===== src/logic/ofe_regs_map.vh =====
/*
 * Register map, field positions, reset values and divider codes for the
 * optical front-end result and clock register bank.
 * Assumes it is included by the register bank module only, by bare name.
 */
`ifndef OFE_REGS_MAP_VH
`define OFE_REGS_MAP_VH

`define OFE_REG_AMB1        8'h2D
`define OFE_REG_NET2        8'h2E
`define OFE_REG_NET1        8'h2F
`define OFE_REG_CFG         8'h31
`define OFE_REG_SLP_ST      8'h32
`define OFE_REG_SLP_END     8'h33

`define OFE_CFG_DETACH_BIT  10
`define OFE_CFG_SHORT_BIT   5
`define OFE_CFG_DIV_MSB     2
`define OFE_CFG_DIV_LSB     0
`define OFE_CNT_MSB         15

`define OFE_RESULT_RST      24'h000000
`define OFE_CNT_RST         16'h0000
`define OFE_DIV_RST         3'h0
`define OFE_ZERO24          24'h000000
`define OFE_ZERO13          13'h0000
`define OFE_ZERO8           8'h00
`define OFE_ZERO2           2'h0

`define OFE_DIV_CODE_BY2    3'h0
`define OFE_DIV_CODE_BY8    3'h1
`define OFE_DIV_CODE_BY12   3'h3
`define OFE_DIV_CODE_BY4    3'h4
`define OFE_DIV_CODE_BY1    3'h5
`define OFE_DIV_CODE_BY6    3'h6
`define OFE_RATIO_NONE      4'h0
`define OFE_RATIO_1         4'h1
`define OFE_RATIO_2         4'h2
`define OFE_RATIO_4         4'h4
`define OFE_RATIO_6         4'h6
`define OFE_RATIO_8         4'h8
`define OFE_RATIO_12        4'hC

`define OFE_BITS_PER_BYTE   4'h8
`define OFE_LAST_TX_BIT     4'h7
`define OFE_LAST_BYTE       2'h2
`define OFE_DEV_ADDR_DEF    7'h58

`endif


===== src/logic/ofe_result_clock_regs.v =====
/*
 * Result and clock configuration register bank of the optical front-end,
 * reached over the two-wire serial port (7-bit device address, register
 * pointer byte, 24-bit words sent as three bytes, most significant first).
 * Assumes scl_in/sda_in are already synchronous to mclk and that the pad
 * logic resolves sda from sda_oe (drive low when high).
 */
`timescale 1ns/10ps
`include "ofe_regs_map.vh"

module ofe_result_clock_regs #(
    parameter [6:0] DEV_ADDR = `OFE_DEV_ADDR_DEF
) (
    input  wire        mclk,
    input  wire        resetn,
    input  wire        scl_in,
    input  wire        sda_in,
    output reg         sda_out,
    output reg         sda_oe,
    input  wire        result_load,
    input  wire [23:0] ambient_one_code,
    input  wire [23:0] second_led_net_code,
    input  wire [23:0] first_led_net_code,
    input  wire        transimpedance_amplifier_down,
    input  wire [15:0] timing_count,
    output reg         photodiode_detach,
    output reg         photodiode_bias_en,
    output reg         inputs_to_common_mode,
    output reg         divided_clock_tick,
    output reg         sleep_interval_active
);

    localparam [6:0] ST_IDLE  = 7'h01;
    localparam [6:0] ST_ADDR  = 7'h02;
    localparam [6:0] ST_REG   = 7'h04;
    localparam [6:0] ST_WDATA = 7'h08;
    localparam [6:0] ST_ACK   = 7'h10;
    localparam [6:0] ST_RDATA = 7'h20;
    localparam [6:0] ST_MACK  = 7'h40;

    reg  [23:0] amb1_q;
    reg  [23:0] net2_q;
    reg  [23:0] net1_q;
    reg         detach_q;
    reg         short_en_q;
    reg  [2:0]  div_sel_q;
    reg  [15:0] slp_start_q;
    reg  [15:0] slp_end_q;

    reg  [6:0]  state;
    reg  [6:0]  ack_next;
    reg         scl_q;
    reg         sda_q;
    reg  [3:0]  bit_cnt;
    reg  [7:0]  shreg;
    reg  [1:0]  byte_idx;
    reg  [7:0]  reg_ptr;
    reg  [15:0] wr_word;
    reg  [23:0] rd_hold;
    reg  [3:0]  div_cnt;

    wire        scl_rise   = scl_in & ~scl_q;
    wire        scl_fall   = ~scl_in & scl_q;
    wire        start_seen = scl_in & scl_q & sda_q & ~sda_in;
    wire        stop_seen  = scl_in & scl_q & ~sda_q & sda_in;
    wire [23:0] wr_full    = {wr_word, shreg};
    wire [23:0] rd_cur     = (byte_idx == `OFE_ZERO2) ? rd_word(reg_ptr) : rd_hold;
    wire [7:0]  rd_byte    = pick_byte(rd_cur, byte_idx);
    wire [3:0]  div_ratio  = ratio_of(div_sel_q);

    ////////////////////////////////////////////////////////////////////////
    // decode helpers

    // detach bit is write-only and so reads back as zero
    function [23:0] rd_word;
        input [7:0] ptr;
        begin
            case (ptr)
                `OFE_REG_AMB1:    rd_word = amb1_q;
                `OFE_REG_NET2:    rd_word = net2_q;
                `OFE_REG_NET1:    rd_word = net1_q;
                `OFE_REG_CFG:     rd_word = {`OFE_ZERO13, 1'b0, 4'h0, short_en_q,
                                             `OFE_ZERO2, div_sel_q};
                `OFE_REG_SLP_ST:  rd_word = {`OFE_ZERO8, slp_start_q};
                `OFE_REG_SLP_END: rd_word = {`OFE_ZERO8, slp_end_q};
                default:          rd_word = `OFE_ZERO24;
            endcase
        end
    endfunction

    function [7:0] pick_byte;
        input [23:0] word;
        input [1:0]  idx;
        begin
            case (idx)
                2'h0:    pick_byte = word[23:16];
                2'h1:    pick_byte = word[15:8];
                default: pick_byte = word[7:0];
            endcase
        end
    endfunction

    // forbidden codes give ratio zero: the tick stops rather than guess
    function [3:0] ratio_of;
        input [2:0] sel;
        begin
            case (sel)
                `OFE_DIV_CODE_BY2:  ratio_of = `OFE_RATIO_2;
                `OFE_DIV_CODE_BY8:  ratio_of = `OFE_RATIO_8;
                `OFE_DIV_CODE_BY12: ratio_of = `OFE_RATIO_12;
                `OFE_DIV_CODE_BY4:  ratio_of = `OFE_RATIO_4;
                `OFE_DIV_CODE_BY1:  ratio_of = `OFE_RATIO_1;
                `OFE_DIV_CODE_BY6:  ratio_of = `OFE_RATIO_6;
                default:            ratio_of = `OFE_RATIO_NONE;
            endcase
        end
    endfunction

    ////////////////////////////////////////////////////////////////////////
    // conversion results, loaded by the conversion engine

    always @(posedge mclk) begin
        if (!resetn) begin
            amb1_q <= `OFE_RESULT_RST;
            net2_q <= `OFE_RESULT_RST;
            net1_q <= `OFE_RESULT_RST;
        end else if (result_load) begin
            amb1_q <= ambient_one_code;
            net2_q <= second_led_net_code;
            net1_q <= first_led_net_code;
        end
    end

    ////////////////////////////////////////////////////////////////////////
    // serial port and writable registers

    always @(posedge mclk) begin
        if (!resetn) begin
            scl_q <= 1'b1;
            sda_q <= 1'b1;
        end else begin
            scl_q <= scl_in;
            sda_q <= sda_in;
        end
    end

    always @(posedge mclk) begin
        if (!resetn) begin
            state       <= ST_IDLE;
            ack_next    <= ST_IDLE;
            bit_cnt     <= 4'h0;
            shreg       <= `OFE_ZERO8;
            byte_idx    <= `OFE_ZERO2;
            reg_ptr     <= `OFE_ZERO8;
            wr_word     <= `OFE_CNT_RST;
            rd_hold     <= `OFE_ZERO24;
            sda_out     <= 1'b0;
            sda_oe      <= 1'b0;
            detach_q    <= 1'b0;
            short_en_q  <= 1'b0;
            div_sel_q   <= `OFE_DIV_RST;
            slp_start_q <= `OFE_CNT_RST;
            slp_end_q   <= `OFE_CNT_RST;
        end else if (start_seen) begin
            state   <= ST_ADDR;
            bit_cnt <= 4'h0;
            sda_oe  <= 1'b0;
        end else if (stop_seen) begin
            state  <= ST_IDLE;
            sda_oe <= 1'b0;
        end else begin
            sda_out <= 1'b0;
            case (state)
                ST_ADDR, ST_REG, ST_WDATA: begin
                    if (scl_rise) begin
                        shreg   <= {shreg[6:0], sda_in};
                        bit_cnt <= bit_cnt + 4'h1;
                    end else if (scl_fall && bit_cnt == `OFE_BITS_PER_BYTE) begin
                        bit_cnt <= 4'h0;
                        if (state == ST_ADDR) begin
                            if (shreg[7:1] == DEV_ADDR) begin
                                sda_oe   <= 1'b1;
                                state    <= ST_ACK;
                                ack_next <= shreg[0] ? ST_RDATA : ST_REG;
                                byte_idx <= `OFE_ZERO2;
                            end else begin
                                state <= ST_IDLE;
                            end
                        end else if (state == ST_REG) begin
                            reg_ptr  <= shreg;
                            byte_idx <= `OFE_ZERO2;
                            sda_oe   <= 1'b1;
                            state    <= ST_ACK;
                            ack_next <= ST_WDATA;
                        end else begin
                            sda_oe   <= 1'b1;
                            state    <= ST_ACK;
                            ack_next <= ST_WDATA;
                            wr_word  <= wr_full[15:0];
                            if (byte_idx == `OFE_LAST_BYTE) begin
                                byte_idx <= `OFE_ZERO2;
                                reg_ptr  <= reg_ptr + 8'h01;
                                // reserved positions are simply not stored
                                case (reg_ptr)
                                    `OFE_REG_CFG: begin
                                        detach_q   <= wr_full[`OFE_CFG_DETACH_BIT];
                                        short_en_q <= wr_full[`OFE_CFG_SHORT_BIT];
                                        div_sel_q  <= wr_full[`OFE_CFG_DIV_MSB:
                                                              `OFE_CFG_DIV_LSB];
                                    end
                                    `OFE_REG_SLP_ST:
                                        slp_start_q <= wr_full[`OFE_CNT_MSB:0];
                                    `OFE_REG_SLP_END:
                                        slp_end_q <= wr_full[`OFE_CNT_MSB:0];
                                    default: ;
                                endcase
                            end else begin
                                byte_idx <= byte_idx + 2'h1;
                            end
                        end
                    end
                end
                ST_ACK: begin
                    if (scl_fall) begin
                        bit_cnt <= 4'h0;
                        state   <= ack_next;
                        if (ack_next == ST_RDATA) begin
                            if (byte_idx == `OFE_ZERO2)
                                rd_hold <= rd_cur; // whole word snapshot, no tearing
                            sda_oe <= ~rd_byte[7];
                            shreg  <= {rd_byte[6:0], 1'b0};
                        end else begin
                            sda_oe <= 1'b0;
                        end
                    end
                end
                ST_RDATA: begin
                    if (scl_fall) begin
                        if (bit_cnt == `OFE_LAST_TX_BIT) begin
                            sda_oe <= 1'b0;
                            state  <= ST_MACK;
                            if (byte_idx == `OFE_LAST_BYTE) begin
                                byte_idx <= `OFE_ZERO2;
                                reg_ptr  <= reg_ptr + 8'h01;
                            end else begin
                                byte_idx <= byte_idx + 2'h1;
                            end
                        end else begin
                            sda_oe  <= ~shreg[7];
                            shreg   <= {shreg[6:0], 1'b0};
                            bit_cnt <= bit_cnt + 4'h1;
                        end
                    end
                end
                ST_MACK: begin
                    if (scl_rise) begin
                        state    <= sda_in ? ST_IDLE : ST_ACK;
                        ack_next <= ST_RDATA;
                    end
                end
                ST_IDLE: ;
                default: state <= ST_IDLE;
            endcase
        end
    end

    ////////////////////////////////////////////////////////////////////////
    // analog control levels, divider tick and sleep window

    always @(posedge mclk) begin
        if (!resetn) begin
            photodiode_detach     <= 1'b0;
            photodiode_bias_en    <= 1'b1;
            inputs_to_common_mode <= 1'b0;
        end else begin
            photodiode_detach     <= detach_q;
            photodiode_bias_en    <= ~detach_q;
            inputs_to_common_mode <= short_en_q & transimpedance_amplifier_down;
        end
    end

    always @(posedge mclk) begin
        if (!resetn) begin
            div_cnt            <= 4'h0;
            divided_clock_tick <= 1'b0;
        end else if (div_ratio == `OFE_RATIO_NONE) begin
            div_cnt            <= 4'h0;
            divided_clock_tick <= 1'b0;
        end else if (div_cnt >= div_ratio - 4'h1) begin
            div_cnt            <= 4'h0;
            divided_clock_tick <= 1'b1;
        end else begin
            div_cnt            <= div_cnt + 4'h1;
            divided_clock_tick <= 1'b0;
        end
    end

    // start wins when start and end counts are equal
    always @(posedge mclk) begin
        if (!resetn)
            sleep_interval_active <= 1'b0;
        else if (timing_count == slp_start_q)
            sleep_interval_active <= 1'b1;
        else if (timing_count == slp_end_q)
            sleep_interval_active <= 1'b0;
    end

endmodule // ofe_result_clock_regs


===== config.mk =====
export PLATFORM = sky130hd
export DESIGN_NAME = ofe_result_clock_regs
export DESIGN_NICKNAME = d
export VERILOG_FILES = /design/src/logic/ofe_result_clock_regs.v
export VERILOG_INCLUDE_DIRS = /design/src /design/src/logic
export SDC_FILE = /design/constraint.sdc
export NUM_CORES = 1
export LEC_CHECK = 0
export ABC_AREA = 1
export ABC_CLOCK_PERIOD_IN_PS = 2550
export BUFFER_PORTS_ARGS = -buffer_cell sky130_fd_sc_hd__clkbuf_2
export CAP_MARGIN = 20
export CORE_MARGIN = 4
export CORE_UTILIZATION = 45
export CTS_BUF_LIST = sky130_fd_sc_hd__clkbuf_8
export CTS_CLUSTER_DIAMETER = 30
export CTS_CLUSTER_SIZE = 12
export DETAILED_ROUTE_END_ITERATION = 8
export GPL_TIMING_DRIVEN = 0
export PLACE_DENSITY = 0.71
export RECOVER_POWER = 25
export SKIP_LAST_GASP = 1
export SYNTH_ARGS = -nofsm -noshare
export SYNTH_HDL_FRONTEND = slang
export SYNTH_SLANG_ARGS = --single-unit

===== constraint.sdc =====
create_clock -name mclk -period 2.55 [get_ports mclk]
set_input_delay 0.1275 -clock mclk [delete_from_list [all_inputs] [get_ports mclk]]
set_output_delay 0.1275 -clock mclk [all_outputs]
set_load 0.005 [all_outputs]

==> results of run 1 <==
[per-stage QoR]
| stage | total power, mW | util, % | area [um2] |
|---|---|---|---|
| 2_1_floorplan | 4.35 | - | 9280 |
| 3_3_place_gp | 4.76 | 50.0 | 10100 |
| 3_5_place_dp | 4.81 | 50.0 | 10100 |
| 4_1_cts | 6.89 | 55.7 | 11300 |
| 5_1_grt | 7.27 | 55.7 | 11300 |
| 6_report | 6.89 | 55.7 | 11300 |
[cell usage after synthesis (all sizes together), types with 2 or more instances]
cell / instances
or2: 15
buf: 22
o21a: 2
ha: 11
o2111ai: 2
clkbuf: 37
o211ai: 3
nand2: 206
a211oi: 45
dfxtp: 178
nor2: 262
xor2: 17
nand3b: 3
o22ai: 16
inv: 164
nand4: 12
nand3: 79
nor3: 16
xnor2: 7
a21oi: 79
o21ai: 137
[kinds of logic after synthesis]
logic type / synth area share [%]
DFF: 38.4
adders and majority gates: 1.48
AOI/OAI and AO/OA: 18.8
and+or+nand+nor: 29.2
xor gates and xnor gates: 2.27
other: 0.0404
buffers and inverters: 9.82
[how the worst min path moves through the flow]
stage / end / depth (start not counted)
2_1_floorplan: scl_q$_SDFF_PN1_ / 2
3_3_place_gp: inputs_to_common_mode$_SDFF_PN0_ / 3
3_5_place_dp: inputs_to_common_mode$_SDFF_PN0_ / 3
4_1_cts: wr_word[1]$_SDFFE_PN0P_ / 3
5_1_grt: sleep_interval_active$_SDFFE_PN0P_ / 5
6_report: sleep_interval_active$_SDFFE_PN0P_ / 5
[power by group through the flow]
| stage | combinational, mW | sequential [mW] | clock, mW |
|---|---|---|---|
| 2_1_floorplan | 1.21 | 3.14 | 0 |
| 5_1_grt | 1.98 | 3.13 | 2.16 |
| 3_5_place_dp | 1.63 | 3.17 | 0 |
| 3_3_place_gp | 1.60 | 3.17 | 0 |
| 4_1_cts | 1.73 | 3.11 | 2.06 |
| 6_report | 1.75 | 3.11 | 2.03 |
[flip-flops by register name, summed over array words and instances (netlist names), 2 cells and up]
signal,cells
ack_next,4
amb1_q,24
bit_cnt,4
byte_idx,2
div_cnt,4
div_sel_q,3
net1_q,24
net2_q,24
rd_hold,16
reg_ptr,8
shreg,8
slp_end_q,16
slp_start_q,16
state,7
wr_word,8
[layer usage]
layer / vias to the layer above / GRT usage, %
li1: 4656 / -
met1: 4283 / 34.3
met2: 346 / 41.1
met3: 66 / 4.70
met4: 2 / 8.89
met5: - / 0
[layout make-up]
class / instances / area (um2)
flip-flops and latches: 178 / 3560
plain buffers: 59 / 290
multi-input cells: 917 / 4800
well taps: 270 / 338
inverters: 164 / 621
clock inverters: 14 / 170
clock buffers: 18 / 248
repair buffers: 174 / 1240
fillers: 1933 / 8970
[critical path, cell delays in order (launching register included)]
cell and delay [ns]:
dfxtp_1 0.44, ha_1 0.20, inv_1 0.08, nor2_1 0.22
nand2_2 0.16, buf_4 0.21, o21ai_0 0.33, o21ai_0 0.15
nand2_1 0.09, nand2_1 0.05, nand2_1 0.12, a21oi_1 0.08
==> summary.md, run 1 <==
| Metric | Value |
|---|---|
| Worst hold margin | 0.0705 ns |
| Initial Util | 45.8% |
| HPWL after detailed placement | 21,100 um |
| Register bit total from synthesis | 178 |
| Register share of total power | 45.2% |
| Worst reg2reg path depth | 11 |
| Synth area leader | dfxtp_1 |
| Crit path from | reg_ptr[0]$_SDFFE_PN0P_ |
| Pwr/cell area | 611 nW/um2 |
| Initial DRC Count | 614 |
| Largest net degree at the start of global routing | 19 |
| Worst-Margin Slew | 0.735 ns |
| Die W | 152 um |
| Tot GR Track Use | 25.5% |
| EDFF count, synth | 0 |
| Met2 wire len | 13,100 um |
| Overflow left after global routing | 0 |
| Clock share of power | 29.4% |
| Highest metal used | met5 |
| Number of global-route vias before repair | 8,839 |
| Sink Count | 178 |
| Reg2reg end | sda_oe$_SDFFE_PP0P_ |
| Async SR Flop Fraction | 0% |
| CTS tree | done |
| CP arrival | 2.63 ns |
| Critical Path Source Type | flop |
| Ys Warns | 0 |
| Leading cell types in the layout, fill and taps excluded | nor2_1 (238), nand2_1 (191), dfxtp_1 (178) |
| Top-area cell type share of the netlist area | 38.4% |
| WS Path Type | flop to flop |
| CTS Hold Buffers Added | 75 |
| Clk slew on worst S/H paths | 0.11 ns |
| Fin nets | 1,616 |
| Mapped Area | 9280 um2 |
| Routability congestion estimate | 0.942 |
| Met3 wire len | 1910 um |
| Yosys cell types | 43 |
| Post-route DRC | 0 |
| Sw Ratio | 35.4% |
| Setup Buffers After CTS | 0 |
| Synth top area cells | dfxtp_1 (38%), nor2_1 (9.6%), nand2_1 (7.7%) |
| Clock Tree Buf Depth | 2 |
| Fin cells | 1,794 |
| Final worst slack | 0.275 ns |
| H-tree level count | 4 |
| Min-delay src | timing_count[14] |
| Critical path endpoint | sda_oe$_SDFFE_PP0P_ |
| Relative slew slack | 51.0% |
| Hold Path Class | input port to flop |
| Final setup vio count | 0 |
| PostCTS Resize Cnt | 0 |
| Average size of a mapped cell | 7.04 um2 |
| TritonRoute pass-1 iters | 5 |
| Vias per cell | 5.21 |
| Sequential fraction of the synthesis area | 38.4% |
| Switch Pwr | 2.44 mW |
| Max cap viols | 0 |
| Most common cell after layout, fill and taps aside | nor2_1 |
| Fin. Hold Viols | 0 |
| P&R area growth vs syn | 21.5% |
| Worst slack, placed | 0.325 ns |
| Post-route ant nets | 0 |
| Status | completed |
| Worst Path Max Fanout | 10 |
| VDD IR max | 0.353 mV |
| Post-Syn Nets | 1,423 |
| Share of layout cells above drive strength 1 | 16.3% |
| Routed len/inst | 16.0 um |
| Total core area | 20,200 um2 |
| Post-Syn Instances | 1,318 |
| Unrepaired setup endpoints after global routing | no |
| Met1 WL | 12,800 um |
| Req. time, crit path | 2.91 ns |
| IO Pins | 101 |
| Post-synth top flop | dfxtp_1 |
| Int Power | 4.45 mW |
| Worst skew pair latency | 0.48 ns |
| Routed WL | 28,700 um |
| Num CTS Buffers | 17 |
| Die area | 23,000 um2 |
| Combinational Power Share | 25.4% |
| Final min period | 2.28 ns |
| Number of port buffers | 99 |
| LEAKAGE | 4.79 nW |
| Skew final | 0.0165 ns |
| Die height | 152 um |
| Final Slew Violations | 0 |
| Standard-cell rows | 52 |
| First-pass GRT wire length | 45,800 um |
| # diodes | 0 |
| Critical R2R Launch | reg_ptr[0]$_SDFFE_PN0P_ |
| Max Freq | 440 MHz |
| Vias post-DR | 9,353 |
| Crit share post-route | 89.2% |
| Root buf cell | clkbuf_8 |
| Initial antenna violation count | 1 |
| Worst R2R Setup Slack | 0.27 ns |
| # placed instances | 1,687 |
| Setup crit end kind | flop |
| Final setup TNS | 0 ns |
(Power assumes the default switching activity.)
==> inputs of run 2 (changes only) <==
--- a/config.mk
+++ b/config.mk
@@ -13,11 +13,11 @@
 export CORE_MARGIN = 4
 export CORE_UTILIZATION = 45
 export CTS_BUF_LIST = sky130_fd_sc_hd__clkbuf_8
-export CTS_CLUSTER_DIAMETER = 30
+export CTS_CLUSTER_DIAMETER = 40
 export CTS_CLUSTER_SIZE = 12
 export DETAILED_ROUTE_END_ITERATION = 8
 export GPL_TIMING_DRIVEN = 0
-export PLACE_DENSITY = 0.71
+export PLACE_DENSITY = 0.65
 export RECOVER_POWER = 25
 export SKIP_LAST_GASP = 1
 export SYNTH_ARGS = -nofsm -noshare
==> run 2 against run 1 <==
Effect of this change: via count down 1.7%; clock power increased by 5%; maximum frequency increased by 4.8%; power rose by 1.4%; routed wire length fell by 0.12%; worst hold slack improved by 0.0088 ns.
==> summary.md, run 2 (synthesized netlist as in run 1, its figures left out) <==
| Metric | Value |
|---|---|
| CP arrival | 2.59 ns |
| Routed len/inst | 16.0 um |
| Registers with the most flip-flops | amb1_q: 24 flops, net1_q: 24 flops, net2_q: 24 flops |
| Standard-cell rows | 52 |
| Routability congestion estimate | 0.963 |
| Fin. Hold Viols | 0 |
| Initial Util | 45.8% |
| Final setup TNS | 0 ns |
| P&R area growth vs syn | 21.7% |
| Worst-Margin Slew | 0.752 ns |
| IO Pins | 101 |
| Number of port buffers | 99 |
| Share of layout cells above drive strength 1 | 16.3% |
| Initial antenna violation count | 0 |
| Worst Path Max Fanout | 9 |
| LEAKAGE | 4.79 nW |
| Critical Path Source Type | flop |
| Leading cell types in the layout, fill and taps excluded | nor2_1 (238), nand2_1 (191), dfxtp_1 (178) |
| # diodes | 0 |
| Placed cell area | 10,100 um2 |
| Clock Tree Buf Depth | 2 |
| Number of global-route vias before repair | 8,735 |
| Clk slew on worst S/H paths | 0.11 ns |
| Final setup vio count | 0 |
| Die height | 152 um |
| Final min period | 2.17 ns |
| Worst path max stage delay | 0.41 ns |
| Hold Path Class | input port to flop |
| PostCTS Resize Cnt | 0 |
| Setup Buffers After CTS | 0 |
| Final Slew Violations | 0 |
| Most common cell after layout, fill and taps aside | nor2_1 |
| HPWL after detailed placement | 21,300 um |
| First-pass GRT wire length | 45,800 um |
| Worst path slowest cell | nor2_2 |
| H-tree level count | 4 |
| Post-route DRC | 0 |
| Worst skew pair latency | 0.48 ns |
| Setup crit end kind | flop |
| Unrepaired setup endpoints after global routing | no |
| Vias per cell | 5.12 |
| Max cap viols | 0 |
| Crit share post-route | 85.1% |
| Die area | 23,000 um2 |
| Worst reg2reg path depth | 10 |
| Skew final | 0.0182 ns |
| Overflow left after global routing | 0 |
| Total core area | 20,200 um2 |
| TritonRoute pass-1 iters | 6 |
| Req. time, crit path | 2.97 ns |
| Fin nets | 1,616 |
| Crit-path cells | inv_1 > ha_1 > inv_1 > nor2_2 > nand2_2 > o22ai_1 > a21oi_1 > nand3_1 > nand2_1 > a21oi_1 |
| CTS Hold Buffers Added | 75 |
| Pwr/cell area | 618 nW/um2 |
| Routed WL | 28,700 um |
| WS Path Type | flop to flop |
| Die W | 152 um |
| Relative slew slack | 49.9% |
| Hold Path Depth | 5 |
| Sink Count | 178 |
| Largest net degree at the start of global routing | 19 |
| Vias post-DR | 9,190 |
| Initial DRC Count | 680 |
| Num CTS Buffers | 17 |
| Tot GR Track Use | 25.6% |
| Post-route ant nets | 0 |
| Max Freq | 461 MHz |
| Status | completed |
| Design area | 11,300 um2 |
| VDD IR max | 0.345 mV |
| CTS tree | done |
| Root buf cell | clkbuf_8 |
run 2: final timing paths:
kind | end | slack [ns] | from
worst max-delay path | rd_hold[10]$_SDFFE_PN0P_ | 0.38 | reg_ptr[0]$_SDFFE_PN0P_
worst min-delay path | sleep_interval_active$_SDFFE_PN0P_ | 0.08 | timing_count[14]
worst max register to register | rd_hold[10]$_SDFFE_PN0P_ | 0.38 | reg_ptr[0]$_SDFFE_PN0P_
worst min register to register | photodiode_bias_en$_SDFF_PN1_ | 0.44 | detach_q$_SDFFE_PN0P_
run 2: metrics by stage:
step	setup slack (ns)	util [%]	cells	hold slack (ns)	power, mW
global placement	0.284	50.0	1687	0.341	4.78
global route	0.206	55.8	1794	0.0653	7.39
finish	0.379	55.8	1794	0.0793	6.98
detailed placement	0.246	50.0	1687	0.343	4.80
floorplan	0.842	-	1318	0.224	4.35
CTS	0.387	55.8	1794	0.0313	7.01
run 2: routing by layer:
metal	global-route usage (%)	vias to the layer above	part of all wire, %
met1	35.0	4205	46
met3	4.97	52	6.3
li1	-	4659	-
met5	0	-	0
met4	8.54	0	2.8
met2	40.7	274	45
run 2: power by group:
group	leakage, nW	internal, mW	switching [mW]	total, mW
Combinational	3.12	0.618	1.12	1.74
Clock	0.214	0.948	1.18	2.13
Sequential	1.46	2.98	0.131	3.11
Total	4.79	4.54	2.44	6.98
run 2: layout make-up:
class / count / area (um2)
Buffer: 59 / 290
Clock buffer: 18 / 248
Clock inverter: 14 / 193
Fill cell: 1941 / 8940
Inverter: 164 / 621
Multi-Input combinational cell: 917 / 4800
Sequential cell: 178 / 3560
Tap cell: 270 / 338
Timing Repair Buffer: 174 / 1240
run 2: worst max-delay path, delay by kind of cell (launching register included):
kind                       cells  cell delay [ns]
AOI/OAI and AO/OA              3             0.58
buffers and inverters          2             0.18
and+or+nand+nor                4             0.82
adders and majority gates      1             0.14
DFF                            1             0.37
==> inputs of run 3 (changes only) <==
--- a/config.mk
+++ b/config.mk
@@ -17,7 +17,7 @@
 export CTS_CLUSTER_SIZE = 12
 export DETAILED_ROUTE_END_ITERATION = 8
 export GPL_TIMING_DRIVEN = 0
-export PLACE_DENSITY = 0.65
+export PLACE_DENSITY = 0.63
 export RECOVER_POWER = 25
 export SKIP_LAST_GASP = 1
 export SYNTH_ARGS = -nofsm -noshare
==> run 3 against run 2 <==
Effect of this change: clock-buffer cell count unchanged; cell area shrank 0.21%; clock power down 4%; non-clock buffer count stayed put; core utilization shrank 0.12 points; sequential share of layout area increased by 0.067 points; largest cell class unchanged.
==> summary.md, run 3 (synthesized netlist as in run 1, its figures left out) <==
| Metric | Value |
|---|---|
| First-pass GRT wire length | 46,300 um |
| Tot GR Track Use | 26.0% |
| CP arrival | 2.80 ns |
| WS Path Type | flop to flop |
| Max cap viols | 0 |
| Standard-cell rows | 52 |
| Initial Util | 45.8% |
| Die W | 152 um |
| Worst-Margin Slew | 0.812 ns |
| Combinational Power Share | 25.4% |
| Fin. Hold Viols | 0 |
| VDD IR max | 0.336 mV |
| Post-route ant nets | 0 |
| Register share of total power | 45.0% |
| Setup Buffers After CTS | 0 |
| Skew final | 0.0157 ns |
| Worst slack, placed | 0.247 ns |
| Final setup TNS | 0 ns |
| Worst skew pair latency | 0.49 ns |
| Int Power | 4.45 mW |
| Final worst slack | 0.168 ns |
| Unrepaired setup endpoints after global routing | no |
| Crit share post-route | 93.4% |
| Routed WL | 29,300 um |
| Vias post-DR | 9,230 |
| Clk slew on worst S/H paths | 0.10 ns |
| Registers with the most flip-flops | amb1_q: 24 flops, net1_q: 24 flops, net2_q: 24 flops |
| Die area | 23,000 um2 |
| Number of port buffers | 99 |
| Sink Count | 178 |
| Leading cell types in the layout, fill and taps excluded | nor2_1 (238), nand2_1 (191), dfxtp_1 (178) |
| Worst Path Max Fanout | 9 |
| Clock share of power | 29.6% |
| Initial DRC Count | 713 |
| Routed len/inst | 16.3 um |
| Clock Tree Buf Depth | 2 |
| Post-route DRC | 0 |
| Pwr/cell area | 613 nW/um2 |
| Status | completed |
| Final Slew Violations | 0 |
| Share of layout cells above drive strength 1 | 16.3% |
| Overflow left after global routing | 0 |
| Switch Pwr | 2.46 mW |
| Critical Path Source Type | flop |
| CTS tree | done |
| PostCTS Resize Cnt | 0 |
| Setup crit end kind | flop |
| Max Freq | 420 MHz |
| Fin nets | 1,616 |
| P&R area growth vs syn | 21.5% |
| H-tree level count | 4 |
| Req. time, crit path | 2.97 ns |
| Num CTS Buffers | 17 |
| HPWL after detailed placement | 21,600 um |
| Sw Ratio | 35.6% |
| Hold Path Class | input port to flop |
| CTS Hold Buffers Added | 75 |
| Final setup vio count | 0 |
| Final min period | 2.38 ns |
| Vias per cell | 5.14 |
| Routability congestion estimate | 0.960 |
| Root buf cell | clkbuf_8 |
| TritonRoute pass-1 iters | 8 |
| Number of global-route vias before repair | 8,695 |
| Most common cell after layout, fill and taps aside | nor2_1 |
| Total power | 6.91 mW |
| IO Pins | 101 |
| Die height | 152 um |
| Initial antenna violation count | 0 |
| Relative slew slack | 45.9% |
| Total core area | 20,200 um2 |
| LEAKAGE | 4.78 nW |
| Largest net degree at the start of global routing | 19 |
run 3: changes by cell type in the layout (fill, tap and decap cells not counted), sizes merged:
cell    previous run  this run
diode              0         1
inv              169       170
bufinv             2         1
run 3: final timing paths:
check / from / end / slack, ns / cells past startpoint
max: reg_ptr[0]$_SDFFE_PN0P_ / rd_hold[10]$_SDFFE_PN0P_ / 0.17 / 10
min: timing_count[13] / sleep_interval_active$_SDFFE_PN0P_ / 0.08 / 5
max reg2reg: reg_ptr[0]$_SDFFE_PN0P_ / rd_hold[10]$_SDFFE_PN0P_ / 0.17 / 10
min reg2reg: detach_q$_SDFFE_PN0P_ / photodiode_bias_en$_SDFF_PN1_ / 0.42 / 1
run 3: power by group through the flow:
stage	registers [mW]	clock network [mW]	logic [mW]
global placement	3.17	0	1.63
CTS	3.11	2.07	1.74
finish	3.11	2.04	1.75
detailed placement	3.17	0	1.65
floorplan	3.14	0	1.21
global route	3.14	2.18	1.99
run 3: critical path, stage by stage, from the launching register on:
cell and delay [ns]:
dfxtp_1 0.37, inv_1 0.11, ha_1 0.14, inv_1 0.08, nor2_2 0.47, nand2_2 0.33, o22ai_1 0.47, a21oi_1 0.07
nand3_1 0.10, nand2_1 0.06, a21oi_1 0.11
run 3: layout make-up:
class | instances | area [um2]
diodes | 1 | 2.50
plain buffers | 59 | 290
clock buffers | 18 | 248
clock inverters | 14 | 166
fillers | 1997 | 8970
inverters | 164 | 621
multi-input cells | 917 | 4800
flip-flops and latches | 178 | 3560
well taps | 270 | 338
repair buffers | 174 | 1240
run 3: stage by stage:
step | hold WS (ns) | area [um2] | instances | utilization (%)
floorplan | 0.224 | 9280 | 1318 | -
global placement | 0.347 | 10100 | 1687 | 50.0
detailed placement | 0.346 | 10100 | 1687 | 50.0
CTS | 0.0309 | 11300 | 1794 | 55.7
global route | 0.0730 | 11300 | 1794 | 55.7
finish | 0.0778 | 11300 | 1795 | 55.7
run 3: routing by layer:
metal	vias up	global-route usage, %	part of all wire, %
li1	4667	-	-
met1	4260	36.1	46
met2	268	41.4	46
met3	35	5.15	6.4
met4	0	7.05	2.0
met5	-	0	0
